<file path="src/design/poc_pkg.sv">
// constants, types and the register map of the receive path overhead capture
// assumes a single 100 MHz ref_clk domain for all users of the package
package poc_pkg;

  localparam logic [7:0] OFS_RX_G1      = 8'h7A;
  localparam logic [7:0] OFS_RX_F2      = 8'h7B;
  localparam logic [7:0] OFS_RX_H4      = 8'h7C;
  localparam logic [7:0] OFS_RX_Z3      = 8'h7D;
  localparam logic [7:0] OFS_RX_Z4      = 8'h7E;
  localparam logic [7:0] OFS_RX_Z5      = 8'h7F;
  localparam logic [7:0] OFS_RX_TRACE   = 8'hC0;
  localparam logic [7:0] OFS_EXP_TRACE  = 8'hF0;

  localparam logic [7:0] RST_BYTE       = 8'h00;
  localparam logic [7:0] G1_USED_MASK   = 8'hF8;
  localparam int         OH_REGS        = 6;
  localparam int         TRACE_LONG     = 64;
  localparam int         TRACE_SHORT    = 16;
  localparam logic [5:0] PTR_MASK_LONG  = 6'h3F;
  localparam logic [5:0] PTR_MASK_SHORT = 6'h0F;
  localparam logic [3:0] MF_LAST        = 4'hF;
  // clean multiframes in a row before the message counts as stable
  localparam logic [1:0] STABLE_MF      = 2'h3;

  typedef enum logic [2:0] {
    KIND_J1 = 3'h0,
    KIND_G1 = 3'h1,
    KIND_F2 = 3'h2,
    KIND_H4 = 3'h3,
    KIND_Z3 = 3'h4,
    KIND_Z4 = 3'h5,
    KIND_Z5 = 3'h6
  } pocKind_e;

  typedef enum logic [1:0] {
    ST_SEARCH = 2'b01,
    ST_LOCKED = 2'b10
  } pocLock_e;

  typedef struct packed {
    logic       valid;
    pocKind_e   kind;
    logic [7:0] data;
  } pocPoh_s;

  typedef struct packed {
    logic       rd;
    logic       wr;
    logic [7:0] addr;
    logic [7:0] wdata;
  } pocCpuReq_s;

endpackage : poc_pkg

</file>
<file path="src/design/poc_rx_path_overhead_capture.sv">
// receive path overhead capture: per-frame overhead bytes and trace buffer
// assumes drop-bus bytes and cpu strobes come from logic on ref_clk;
// the overhead enable pin is asynchronous and gets synchronised here
`timescale 1ns/1ns
`default_nettype none

// Contract
// RULE_01: each frame's received F2 byte overwrites a read-only location.
// RULE_02: each frame's received H4 byte overwrites its own read-only location.
// RULE_03: Z3, Z4, Z5 each go to consecutive read-only locations every frame.
// RULE_04: first transmitted bit of a byte lands in register bit 7.
// RULE_05: G1 register: FEBE in bits 7..4, RDI in bit 3, rest unassigned.
// RULE_06: length select 1 keeps a 16-byte trace at the segment base.
// RULE_07: length select 0 uses the whole segment as a 64-byte buffer.
// RULE_08: unaligned, each trace byte goes to the next location, wrapping.
// RULE_09: aligned and locked, the multiframe-start byte sits at the base.
// RULE_10: aligned mode shows only the debounced stable message.
// RULE_11: software writes expected 16-byte message before enabling compare.
// RULE_12: received trace is compared against the expected message.
// RULE_13: expected message's multiframe-start byte sits at compare base.
// RULE_14: the block aligns incoming trace itself before comparing.
// RULE_15: overhead processing runs only while the enable pin is high.
// RULE_16: trace mismatch and loss of lock are readable status flags.
module poc_rx_path_overhead_capture
  (
  input  wire logic               ref_clk,            // 100 MHz clock
  input  wire logic               rst_n,              // async reset, low
  input  wire logic               overheadProcessingEnablePin, // async pin
  input  wire logic               traceLengthSelect,  // 1: 16-byte trace
  input  wire logic               traceCompareEnable, // 1 with 16-byte length: align, compare
  input  wire poc_pkg::pocPoh_s   pohIn,              // drop bus poh byte
  input  wire poc_pkg::pocCpuReq_s cpuReq,            // cpu read/write
  output logic [7:0]              cpuRdData,          // read data, +1 cycle
  output logic                    traceLossOfLock,    // trace not stable
  output logic                    traceMismatch       // stable != expected
  );
  import poc_pkg::*;

  logic [1:0]  rstSync;
  logic        rstInt;
  logic [2:0]  enSync;
  logic        enOk;
  logic        next_enOk;

  logic [7:0]  ohReg  [OH_REGS];
  logic [7:0]  rxBuf  [TRACE_LONG];
  logic [7:0]  expBuf [TRACE_SHORT];
  logic [7:0]  cand   [TRACE_SHORT];

  logic [5:0]  rotPtr;
  logic [5:0]  next_rotPtr;
  logic [3:0]  mfIdx;
  logic [3:0]  next_mfIdx;
  logic        mfBad;
  logic        next_mfBad;
  logic [1:0]  stableCnt;
  logic [1:0]  next_stableCnt;
  pocLock_e    lockState;
  pocLock_e    next_lockState;
  logic        next_traceLossOfLock;
  logic        next_traceMismatch;
  logic [7:0]  next_cpuRdData;

  logic        pohTake;
  logic        j1Take;
  logic        alignedMode;
  logic        mfStart;
  logic        posOk;
  logic [3:0]  byteIdx;
  logic        badNow;
  logic        mfEnd;
  logic        copyStable;
  logic        ohWrite;
  logic [2:0]  ohIdx;
  logic [7:0]  ohData;
  logic        rotWrite;
  logic        expWrite;

  // true when the candidate message, with its last byte, equals the expected
  function automatic logic msgEqual(input logic [7:0] lastByte);
    logic eq;
    eq = (lastByte == expBuf[MF_LAST]);
    for (int i = 0; i < TRACE_SHORT - 1; i++)
    begin
      if (cand[i] != expBuf[i])
      begin
        eq = 1'b0;
      end
    end
    return eq;
  endfunction : msgEqual

  assign rstInt = rstSync[1];

  always_ff @(posedge ref_clk or negedge rst_n)
  begin
    if (!rst_n)
    begin
      rstSync <= 2'h0;
    end
    else
    begin
      rstSync <= {rstSync[0], 1'b1};
    end
  end

  // pin change accepted only once stages two and three agree
  always_comb
  begin
    next_enOk = enOk;
    if (enSync[1] == enSync[2])
    begin
      next_enOk = enSync[2];
    end
  end

  always_ff @(posedge ref_clk or negedge rstInt)
  begin
    if (!rstInt)
    begin
      enSync <= 3'h0;
      enOk   <= 1'b0;
    end
    else
    begin
      enSync <= {enSync[1:0], overheadProcessingEnablePin};
      enOk   <= next_enOk;
    end
  end

  always_comb
  begin
    pohTake     = pohIn.valid && enOk;                   // see RULE_15
    j1Take      = pohTake && (pohIn.kind == KIND_J1);
    alignedMode = traceLengthSelect && traceCompareEnable;
    mfStart     = pohIn.data[7];
    byteIdx     = mfStart ? 4'h0 : mfIdx + 4'h1;         // see RULE_14
    posOk       = (mfStart == (mfIdx == MF_LAST));
    badNow      = !posOk || (pohIn.data != cand[byteIdx]);
    if (byteIdx != 4'h0)
    begin
      badNow = badNow || mfBad;
    end
    mfEnd       = j1Take && (byteIdx == MF_LAST);

    next_mfIdx     = j1Take ? byteIdx : mfIdx;
    next_mfBad     = mfBad;
    next_stableCnt = stableCnt;
    next_lockState = lockState;
    copyStable     = 1'b0;
    if (j1Take)
    begin
      next_mfBad = mfEnd ? 1'b0 : badNow;
    end
    // a message must repeat unchanged and aligned before it is trusted
    if (mfEnd)
    begin
      if (badNow)
      begin
        next_stableCnt = 2'h0;
        next_lockState = ST_SEARCH;
      end
      else
      begin
        if (stableCnt != STABLE_MF)
        begin
          next_stableCnt = stableCnt + 2'h1;
        end
        // compare without a 2-bit sum, which wraps once locked
        if (stableCnt >= STABLE_MF - 2'h1)
        begin
          next_lockState = ST_LOCKED;
          copyStable     = 1'b1;                         // see RULE_10
        end
      end
    end

    next_traceLossOfLock = (next_lockState != ST_LOCKED); // see RULE_16
    next_traceMismatch   = traceMismatch;
    if (!alignedMode)
    begin
      next_traceMismatch = 1'b0;
    end
    else if (copyStable)
    begin
      next_traceMismatch = !msgEqual(pohIn.data);         // see RULE_12
    end

    // unaligned capture rotates through 16 or 64 locations
    rotWrite    = j1Take && !alignedMode;                 // see RULE_08
    next_rotPtr = rotPtr;
    if (rotWrite)
    begin
      next_rotPtr = (rotPtr + 6'h1) & (traceLengthSelect ? PTR_MASK_SHORT
                                                         : PTR_MASK_LONG);
    end
    else if (rotPtr > (traceLengthSelect ? PTR_MASK_SHORT : PTR_MASK_LONG))
    begin
      next_rotPtr = 6'h0;                                 // see RULE_06
    end

    // bytes stored as received: bit 7 is the first bit on the wire
    ohWrite = pohTake && (pohIn.kind != KIND_J1);         // see RULE_04
    ohIdx   = 3'(pohIn.kind) - 3'h1;
    ohData  = pohIn.data;
    if (pohIn.kind == KIND_G1)
    begin
      ohData = pohIn.data & G1_USED_MASK;                 // see RULE_05
    end

    expWrite = cpuReq.wr && (cpuReq.addr >= OFS_EXP_TRACE); // see RULE_13

    next_cpuRdData = cpuRdData;
    if (cpuReq.rd)
    begin
      next_cpuRdData = 8'h00;
      if (cpuReq.addr >= OFS_RX_G1 && cpuReq.addr <= OFS_RX_Z5)
      begin
        next_cpuRdData = ohReg[3'(cpuReq.addr - OFS_RX_G1)];
      end
      else if (cpuReq.addr >= OFS_EXP_TRACE && traceLengthSelect)
      begin
        next_cpuRdData = expBuf[cpuReq.addr[3:0]];
      end
      else if (cpuReq.addr >= OFS_RX_TRACE)
      begin
        next_cpuRdData = rxBuf[cpuReq.addr[5:0]];         // see RULE_07
      end
    end
  end

  always_ff @(posedge ref_clk or negedge rstInt)
  begin
    if (!rstInt)
    begin
      rotPtr          <= 6'h0;
      mfIdx           <= MF_LAST;
      mfBad           <= 1'b1;
      stableCnt       <= 2'h0;
      lockState       <= ST_SEARCH;
      traceLossOfLock <= 1'b1;
      traceMismatch   <= 1'b0;
      cpuRdData       <= RST_BYTE;
      for (int i = 0; i < OH_REGS; i++)
      begin
        ohReg[i] <= RST_BYTE;
      end
    end
    else
    begin
      rotPtr          <= next_rotPtr;
      mfIdx           <= next_mfIdx;
      mfBad           <= next_mfBad;
      stableCnt       <= next_stableCnt;
      lockState       <= next_lockState;
      traceLossOfLock <= next_traceLossOfLock;
      traceMismatch   <= next_traceMismatch;
      cpuRdData       <= next_cpuRdData;
      if (ohWrite)
      begin
        ohReg[ohIdx] <= ohData;                // see RULE_01 RULE_02 RULE_03
      end
    end
  end

  // memories carry no reset; their content is undefined until written
  always_ff @(posedge ref_clk)
  begin
    if (j1Take)
    begin
      cand[byteIdx] <= pohIn.data;
    end
    if (rotWrite)
    begin
      rxBuf[rotPtr] <= pohIn.data;
    end
    else if (alignedMode && copyStable)                   // see RULE_09
    begin
      for (int i = 0; i < TRACE_SHORT; i++)
      begin
        rxBuf[i] <= (i == TRACE_SHORT - 1) ? pohIn.data : cand[i];
      end
    end
    if (expWrite)
    begin
      expBuf[cpuReq.addr[3:0]] <= cpuReq.wdata;           // see RULE_11
    end
  end

endmodule : poc_rx_path_overhead_capture

`default_nettype wire

</file>
<file path="config.mk">
export PLATFORM = sky130hd
export DESIGN_NAME = poc_rx_path_overhead_capture
export DESIGN_NICKNAME = d
export VERILOG_FILES = /design/src/design/poc_pkg.sv /design/src/design/poc_rx_path_overhead_capture.sv
export SDC_FILE = /design/constraint.sdc
export NUM_CORES = 1
export LEC_CHECK = 0
export BUFFER_PORTS_ARGS = -buffer_cell sky130_fd_sc_hd__buf_2
export CORE_AREA = 2 2 289 291
export DETAILED_ROUTE_END_ITERATION = 8
export DIE_AREA = 0 0 291 293
export PLACE_DENSITY = 0.69
export SLEW_MARGIN = 25
export SYNTH_ARGS = -nofsm -noshare
export SYNTH_HDL_FRONTEND = slang
export SYNTH_SLANG_ARGS = --single-unit
</file>
<file path="constraint.sdc">
create_clock -name ref_clk -period 3.3 [get_ports ref_clk]
set_clock_uncertainty 0.15 [all_clocks]
set_input_delay 0 -clock ref_clk [delete_from_list [all_inputs] [get_ports ref_clk]]
set_output_delay 0 -clock ref_clk [all_outputs]
set_load 0.02 [all_outputs]
</file>
==> results of run 1 <==
-- timing repair --
| item | in CTS | in global routing |
|---|---|---|
| setup endpoints to repair | 259 | 328 |
| cloned | 9 | 1 |
| endpoints found under the hold margin | 507 | 0 |
| gates resized for setup | 186 | 43 |
| pin swaps | 17 | 11 |
| hold buffers | 32 | 0 |
| setup buffers | 30 | 8 |
-- power groups by stage --
stage,registers [µW],clock network [µW],logic [µW]
2_1_floorplan,12300,0,1550
5_1_grt,12100,11000,3260
3_3_place_gp,12300,0,2670
4_1_cts,12100,10500,3020
3_5_place_dp,12300,0,2710
6_report,12100,10400,3120
-- cell usage after synthesis (27+ instances only) --
cell type,n,area (µm²)
edfxtp_1,768,23100
mux4_2,216,4860
nor2_1,137,514
mux2_2,111,1250
xor2_1,93,815
dfrtp_1,72,1800
nand2_1,64,240
clkbuf_1,62,233
mux2_1,38,428
mux2i_1,34,340
o21ai_0,34,170
xnor2_1,34,298
buf_2,31,155
nor4_1,30,188
o22ai_1,30,188
buf_1,28,105
a21oi_1,27,135
-- per-layer routing --
metal,up-vias,GRT usage,share of wire,wire length (µm)
met1,11569,0.384,0.40,46400
li1,9169,-,-,-
met2,1205,0.423,0.46,53100
met5,-,0,0.00029,34
met3,217,0.0485,0.092,10600
met4,4,0.107,0.045,5200
-- per-stage QoR --
step	TNS (ps)	power, µW	hold WS [ps]	setup slack [ps]	std cells
2_1_floorplan	-96490	13800	-446	-461	2055
3_3_place_gp	-251020	15000	-362	-1050	3409
3_5_place_dp	-253550	15000	-359	-1080	3409
4_1_cts	-138090	25700	39.4	-694	3645
5_1_grt	-166410	26400	80.5	-813	3646
6_report	-142570	25700	67.8	-692	3647
-- worst max-delay path by stage --
stage                        start  cells past startpoint  slack [ps]      endpoint
after detailed placement  mfIdx[0]                     13       -1080   rxBuf[6][1]
after CTS                 mfIdx[0]                     16        -690   rxBuf[2][1]
after floorplan           mfIdx[1]                     14        -460   rxBuf[4][1]
after global routing      mfIdx[0]                     17        -810  rxBuf[11][3]
final                     mfIdx[0]                     14        -690   rxBuf[1][2]
after global placement    mfIdx[0]                     13       -1050  rxBuf[12][0]
-- layout make-up --
type,instances,share of cell area
antenna,1,0.0000545
clock inverter,66,0.0170
clock buffer,100,0.0491
sequential,847,0.545
multi-input combinational,1061,0.263
tap,1070,0.0291
inverter,18,0.00147
timing repair buffer,484,0.0947
-- cell usage in the layout, fill, tap and decap left out, drive strengths merged, types with 7 or more instances in the layout --
cell	n
dlygate4sd3	32
nor2	137
o2bb2ai	12
mux2i	34
o21ai	35
mux4	216
nor2b	10
buf	451
a21o	17
nand3	15
or2	7
xor2	93
o221a	12
dfrtp	72
clkbuf	101
nand2	64
edfxtp	768
nand4	19
nor3	9
inv	25
nand2b	10
xnor2	34
clkinv	39
o22a	10
a221oi	18
bufinv	14
a21oi	27
mux2	149
nor4	31
ha	10
dfstp	7
o22ai	30
-- cell families after synthesis --
group	Yosys count
buf+inv	147
flops	847
fa+ha+maj	11
other cells	1
mux	399
xor+xnor	127
simple gates	329
compound gates	194
-- worst min-delay path, cell delays in order --
cell           delay, ps
dlygate4sd3_1        520
buf_2                220
a21oi_1               90
-- state kept, by name, indices dropped and copies added (netlist names), 3 cells and up --
register   count
enSync         3
expBuf       128
ohReg         48
rotPtr         6
cand         128
cpuRdData      8
rxBuf        512
mfIdx          4
==> reports/results.ini, run 1 <==
[routing]
wl_per_cell_um=31.6
final_antenna_net_count=0
wl_um=115000
drt_iter0_markers=3193
via_per_inst=6.08
dr.pass1.iters=6
vias=22164
post-route-drc-count=0

[logic_synthesis]
synth_edf_count=768
post_synth_fa_ha_maj_area_fraction=0.00368
avgSynthCellArea_um2=17.9
synthMuxAreaShare=0.187
yosys_register_bits=847
async_flop_share=0.0933
syn_area_um2=36800
syn_nets=2100
synthFlopType=edfxtp_1
yosysSeqAreaShare=0.681
synth_top_family_by_area=multiplexers
yosys.area_share.simple=0.0425
synth.distinct_cells=61
netlist_instances=2055
synth-xor-area-share=0.0303
synth-compound-area-share=0.0376
yosysWarnings=0

[die]
initial_core_util=0.449
die_h_um=293
row_count=105
fp.dieW_um=291
die_area_um2=85300
ios=45
fp.coreArea_um2=81800

[worst_setup_path]
critPathArrivalTime_ps=4240
crit_path_frequent_cell=buf_4
path_cells=ha_4 > buf_12 > mux2i_2 > a221oi_4 > nor2_2 > o31a_1 > nor4b_4 > buf_4 > nand4_1 > nor4_4 > buf_4 > buf_16 > buf_8 > mux2_2
r2r_slack_ps=-690
max_stage_delay_ps=580
worstSetupPathType=reg2reg
rr_worst_depth=14
worstPathBufferInverterCount=5
reg2reg_to=rxBuf[1][2]
cp_max_fo=13
start_kind=flip-flop
r2r_start=mfIdx[0]
critPathRequiredTime_ps=3550
cp-end-kind=flip-flop
critical_path.top_delay_family=buffers and inverters
critPathSlowestCell=dfstp_2

[run_status]
violations=negative setup slack
status=finished with violations

[cts]
root_buffer=clkbuf_16
clock_latency_ps=660
cts_tree=built
clk_path_buf_depth=3
cts_max_level=3
clk_pin_slew_worst_paths_ps=60
numCtsBuffers=88
cts_sinks=847

[layout]
register_area_um2=25100
final_nets=2545
fill_cells=6139
multi_input_area_um2=12100
final_layout_size_suffix_gt1_frac=0.405
design_area_um2=45900
post-route-util=0.561
area_delta_synth_final_pct=24.9

[global_route]
track_usage=0.272
antenna_found_initial=3
grt_pass1_vias=22279
grt_max_degree=83
grt_pass1_wl_um=164000
grt-ovfl-total=0

[pwr]
combPwrFrac=0.122
p_sw_uw=6140
p_per_area_nw_per_um2=559
p_sw_frac=0.239
power_frac_clock=0.406
p_seq_frac=0.472
peakVddDrop_v=0.000485
p_leak_uw=0.0159
p_int_uw=19500

[sta]
timing.fmax_mhz=250
rsz0062_at_grt=yes
setup_ws_ps=-692
hold_viol=0
setup_viol=256
slew_viol_final=0
period_needed_ps=3990
worstMarginPinSlew_ps=1080
timing.slew.headroom=0.280
timing.final.crit_share=1.21

[placed_design]
hpwl_um=81800
place.gp.congestion=1.01
port_buffers=44
dpl_cell_area_um2=41000

[min_path]
hp-class=in2reg
hold_start=cpuReq[17]
whs_endpoint=cpuRdData[5]
holdPathStages=3

[run]
max_cap_viol_count=0

No activity file was read; power rests on OpenSTA's default activity.
==> inputs of run 2 (changes only) <==
--- a/config.mk
+++ b/config.mk
@@ -6,10 +6,12 @@
 export NUM_CORES = 1
 export LEC_CHECK = 0
 export BUFFER_PORTS_ARGS = -buffer_cell sky130_fd_sc_hd__buf_2
+export CELL_PAD_IN_SITES_DETAIL_PLACEMENT = 1
+export CELL_PAD_IN_SITES_GLOBAL_PLACEMENT = 1
 export CORE_AREA = 2 2 289 291
 export DETAILED_ROUTE_END_ITERATION = 8
 export DIE_AREA = 0 0 291 293
-export PLACE_DENSITY = 0.69
+export PLACE_DENSITY = 0.76
 export SLEW_MARGIN = 25
 export SYNTH_ARGS = -nofsm -noshare
 export SYNTH_HDL_FRONTEND = slang
==> run 2 against run 1 <==
Critical endpoint is now rxBuf[1][5]. Worst setup slack lost 15 ps. First-iteration DRC count shrank 17%. Highest routed layer unchanged. Register-to-register slack lost 20 ps. The run still ends with negative setup slack left. Clock-buffer cell count grew 9. Combinational power shrank 6%.
==> reports/results.ini, run 2 (synthesis gave the netlist of run 1 again) <==
[cts]
cts_sinks=847  ; unchanged
cts_tree=built
cts_max_level=3  ; unchanged
clk_pin_slew_worst_paths_ps=70  ; about the same
clk_path_buf_depth=3  ; unchanged
clock_latency_ps=660  ; about the same
numCtsBuffers=88  ; unchanged
root_buffer=clkbuf_16

[sta]
timing.slew.headroom=0.343  ; +0.0632
hold_viol=0  ; unchanged
rsz0062_at_grt=yes
timing.fmax_mhz=250  ; -0.37%
period_needed_ps=4010  ; +15.0 ps
holdWs_ps=30.7  ; -37.1 ps
setup_viol=259  ; +1.2%
timing.final.crit_share=1.21  ; +0.00455
worstMarginPinSlew_ps=982  ; -98.4 ps
setup_ws_ps=-707  ; -15.0 ps
slew_viol_final=0  ; unchanged

[routing]
top_layer=met5
dr.pass1.iters=5  ; -1
via_per_inst=6.13  ; +0.93%
wl_met1_um=49400  ; +6.4%
drt_iter0_markers=2649  ; -17%
wl_um=123000  ; +6.5%
wl_met2_um=58200  ; +9.5%
final_antenna_net_count=0  ; unchanged
vias=22149  ; -0.068%
wl_per_cell_um=34.0  ; +7.5%
dr_wl_met3_um=9490  ; -11%
post-route-drc-count=0  ; unchanged

[layout]
regMostFlops=rxBuf
area_delta_synth_final_pct=21.7
post-route-util=0.547  ; -0.0145
design_area_um2=44700  ; -2.6%
largest_reg_flops=512  ; unchanged
final_cell_mix=768 x edfxtp_1, 344 x buf_4, 216 x mux4_2
final_common_cell=edfxtp_1
final_nets=2513  ; -1.3%
final_layout_size_suffix_gt1_frac=0.375  ; -0.0293

[die]
die_h_um=293  ; unchanged
die_area_um2=85300  ; unchanged
ios=45  ; unchanged
initial_core_util=0.449  ; unchanged
fp.coreArea_um2=81800  ; unchanged
fp.dieW_um=291  ; unchanged
row_count=105  ; unchanged

[worst_setup_path]
startpoint=mfIdx[0]
critPathRequiredTime_ps=3560  ; about the same
max_stage_delay_ps=580  ; about the same
crit_path_frequent_cell=buf_4
path_cells=ha_4 > nor2_1 > a21oi_1 > o32a_1 > buf_4 > o22ai_1 > o31a_1 > nor4b_2 > buf_4 > nand4_1 > buf_4 > nor4_4 > buf_12 > buf_12 > mux2_2
critPathArrivalTime_ps=4270  ; +30 ps
critPathSlowestCell=dfstp_2
r2r_start=mfIdx[0]
rr_worst_depth=15  ; +1
cp-endpoint=rxBuf[1][5]
cp_max_fo=18  ; +5
worstSetupPathType=reg2reg
reg2reg_to=rxBuf[1][5]
r2r_slack_ps=-710  ; -20 ps
start_kind=flip-flop
cp-end-kind=flip-flop

[global_route]
antenna_found_initial=10  ; +7
grt_max_degree=88  ; +6.0%
grt_pass1_vias=23302  ; +4.6%
track_usage=0.291  ; +0.0194
grt-ovfl-total=0  ; unchanged
grt_pass1_wl_um=175000  ; +7.1%

[pwr]
peakVddDrop_v=0.000430  ; -11%
combPwrFrac=0.117  ; -0.005
p_sw_frac=0.238  ; -0.000988
p_sw_uw=6010  ; -2.1%
finalPower_uw=25200  ; -1.7%
p_leak_uw=0.0154  ; -3.2%
p_seq_frac=0.481  ; +0.009
p_per_area_nw_per_um2=563  ; +0.87%
power_frac_clock=0.403  ; -0.003
p_int_uw=19200  ; -1.6%

[run_status]
status=finished with violations
violations=negative setup slack

[run]
max_cap_viol_count=0  ; unchanged

[placed_design]
hpwl_um=88100  ; +7.7%
dpl_cell_area_um2=41100  ; +0.24%
place.gp.congestion=1.00  ; -1.2%
port_buffers=44  ; unchanged

[min_path]
hp-class=in2reg

## run 2: changes by cell type in the layout (fill, tap and decap cells not counted), sizes merged
cell	change
bufinv	-4
clkinvlp	-1
clkinv	-2
buf	-31
clkbuf	+8
inv	-6
## run 2: area by class of cell
| type | instances | area [µm²] |
|---|---|---|
| clock buffer | 109 | 2360 |
| clock inverter | 53 | 573 |
| multi-input combinational | 1061 | 11500 |
| sequential | 847 | 25100 |
| timing repair buffer | 452 | 3860 |
| inverter | 18 | 67.6 |
| fill | 7428 | 37100 |
| antenna | 1 | 2.50 |
| tap | 1070 | 1340 |
## run 2: metal layers
| layer | GRT usage | vias up |
|---|---|---|
| met5 | 0 | - |
| met4 | 0.123 | 12 |
| met3 | 0.0452 | 228 |
| met2 | 0.468 | 1106 |
| met1 | 0.399 | 11696 |
| li1 | - | 9107 |
## run 2: power groups by stage
stage | Combinational (µW) | Sequential (µW) | Clock, µW
CTS | 2870 | 12100 | 10300
detailed placement | 2730 | 12400 | 0
finish | 2940 | 12100 | 10200
global placement | 2660 | 12300 | 0
floorplan | 1550 | 12300 | 0
global route | 3080 | 12200 | 10600
## run 2: worst max-delay path, delay by kind of cell (launching register included)
kind	cells	cell delay, ps
buffers and inverters	5	900
DFF	1	580
adders and majority gates	1	180
muxes	1	360
AOI/OAI and AO/OA	4	990
and+or+nand+nor	4	570
## run 2: metrics by stage
step	cells	setup slack [ps]	TNS, ps
2_1_floorplan	2055	-461	-96490
3_3_place_gp	3414	-765	-175570
3_5_place_dp	3414	-803	-182110
4_1_cts	3609	-686	-144630
5_1_grt	3610	-803	-176850
6_report	3611	-707	-150440
## run 2: worst min-delay path by stage
| stage | startpoint | to | cells past startpoint |
|---|---|---|---|
| floorplan | rst_n | rstSync[0] | 0 |
| global placement | rst_n | rstSync[0] | 1 |
| detailed placement | rst_n | rstSync[0] | 1 |
| CTS | cpuReq[14] | cpuRdData[1] | 5 |
| global route | cpuReq[16] | expBuf[7][2] | 4 |
| finish | cpuReq[16] | expBuf[7][2] | 4 |
## run 2: timing repair
| item | 4_1_cts | 5_1_grt |
|---|---|---|
| setup buffers | 1 | 0 |
| gates cloned | 0 | 0 |
| pin swaps | 1 | 0 |
| endpoints found under the setup margin | 259 | 291 |
| hold endpoints to repair | 524 | 0 |
| resized for setup | 50 | 19 |
| hold buffers | 32 | 0 |
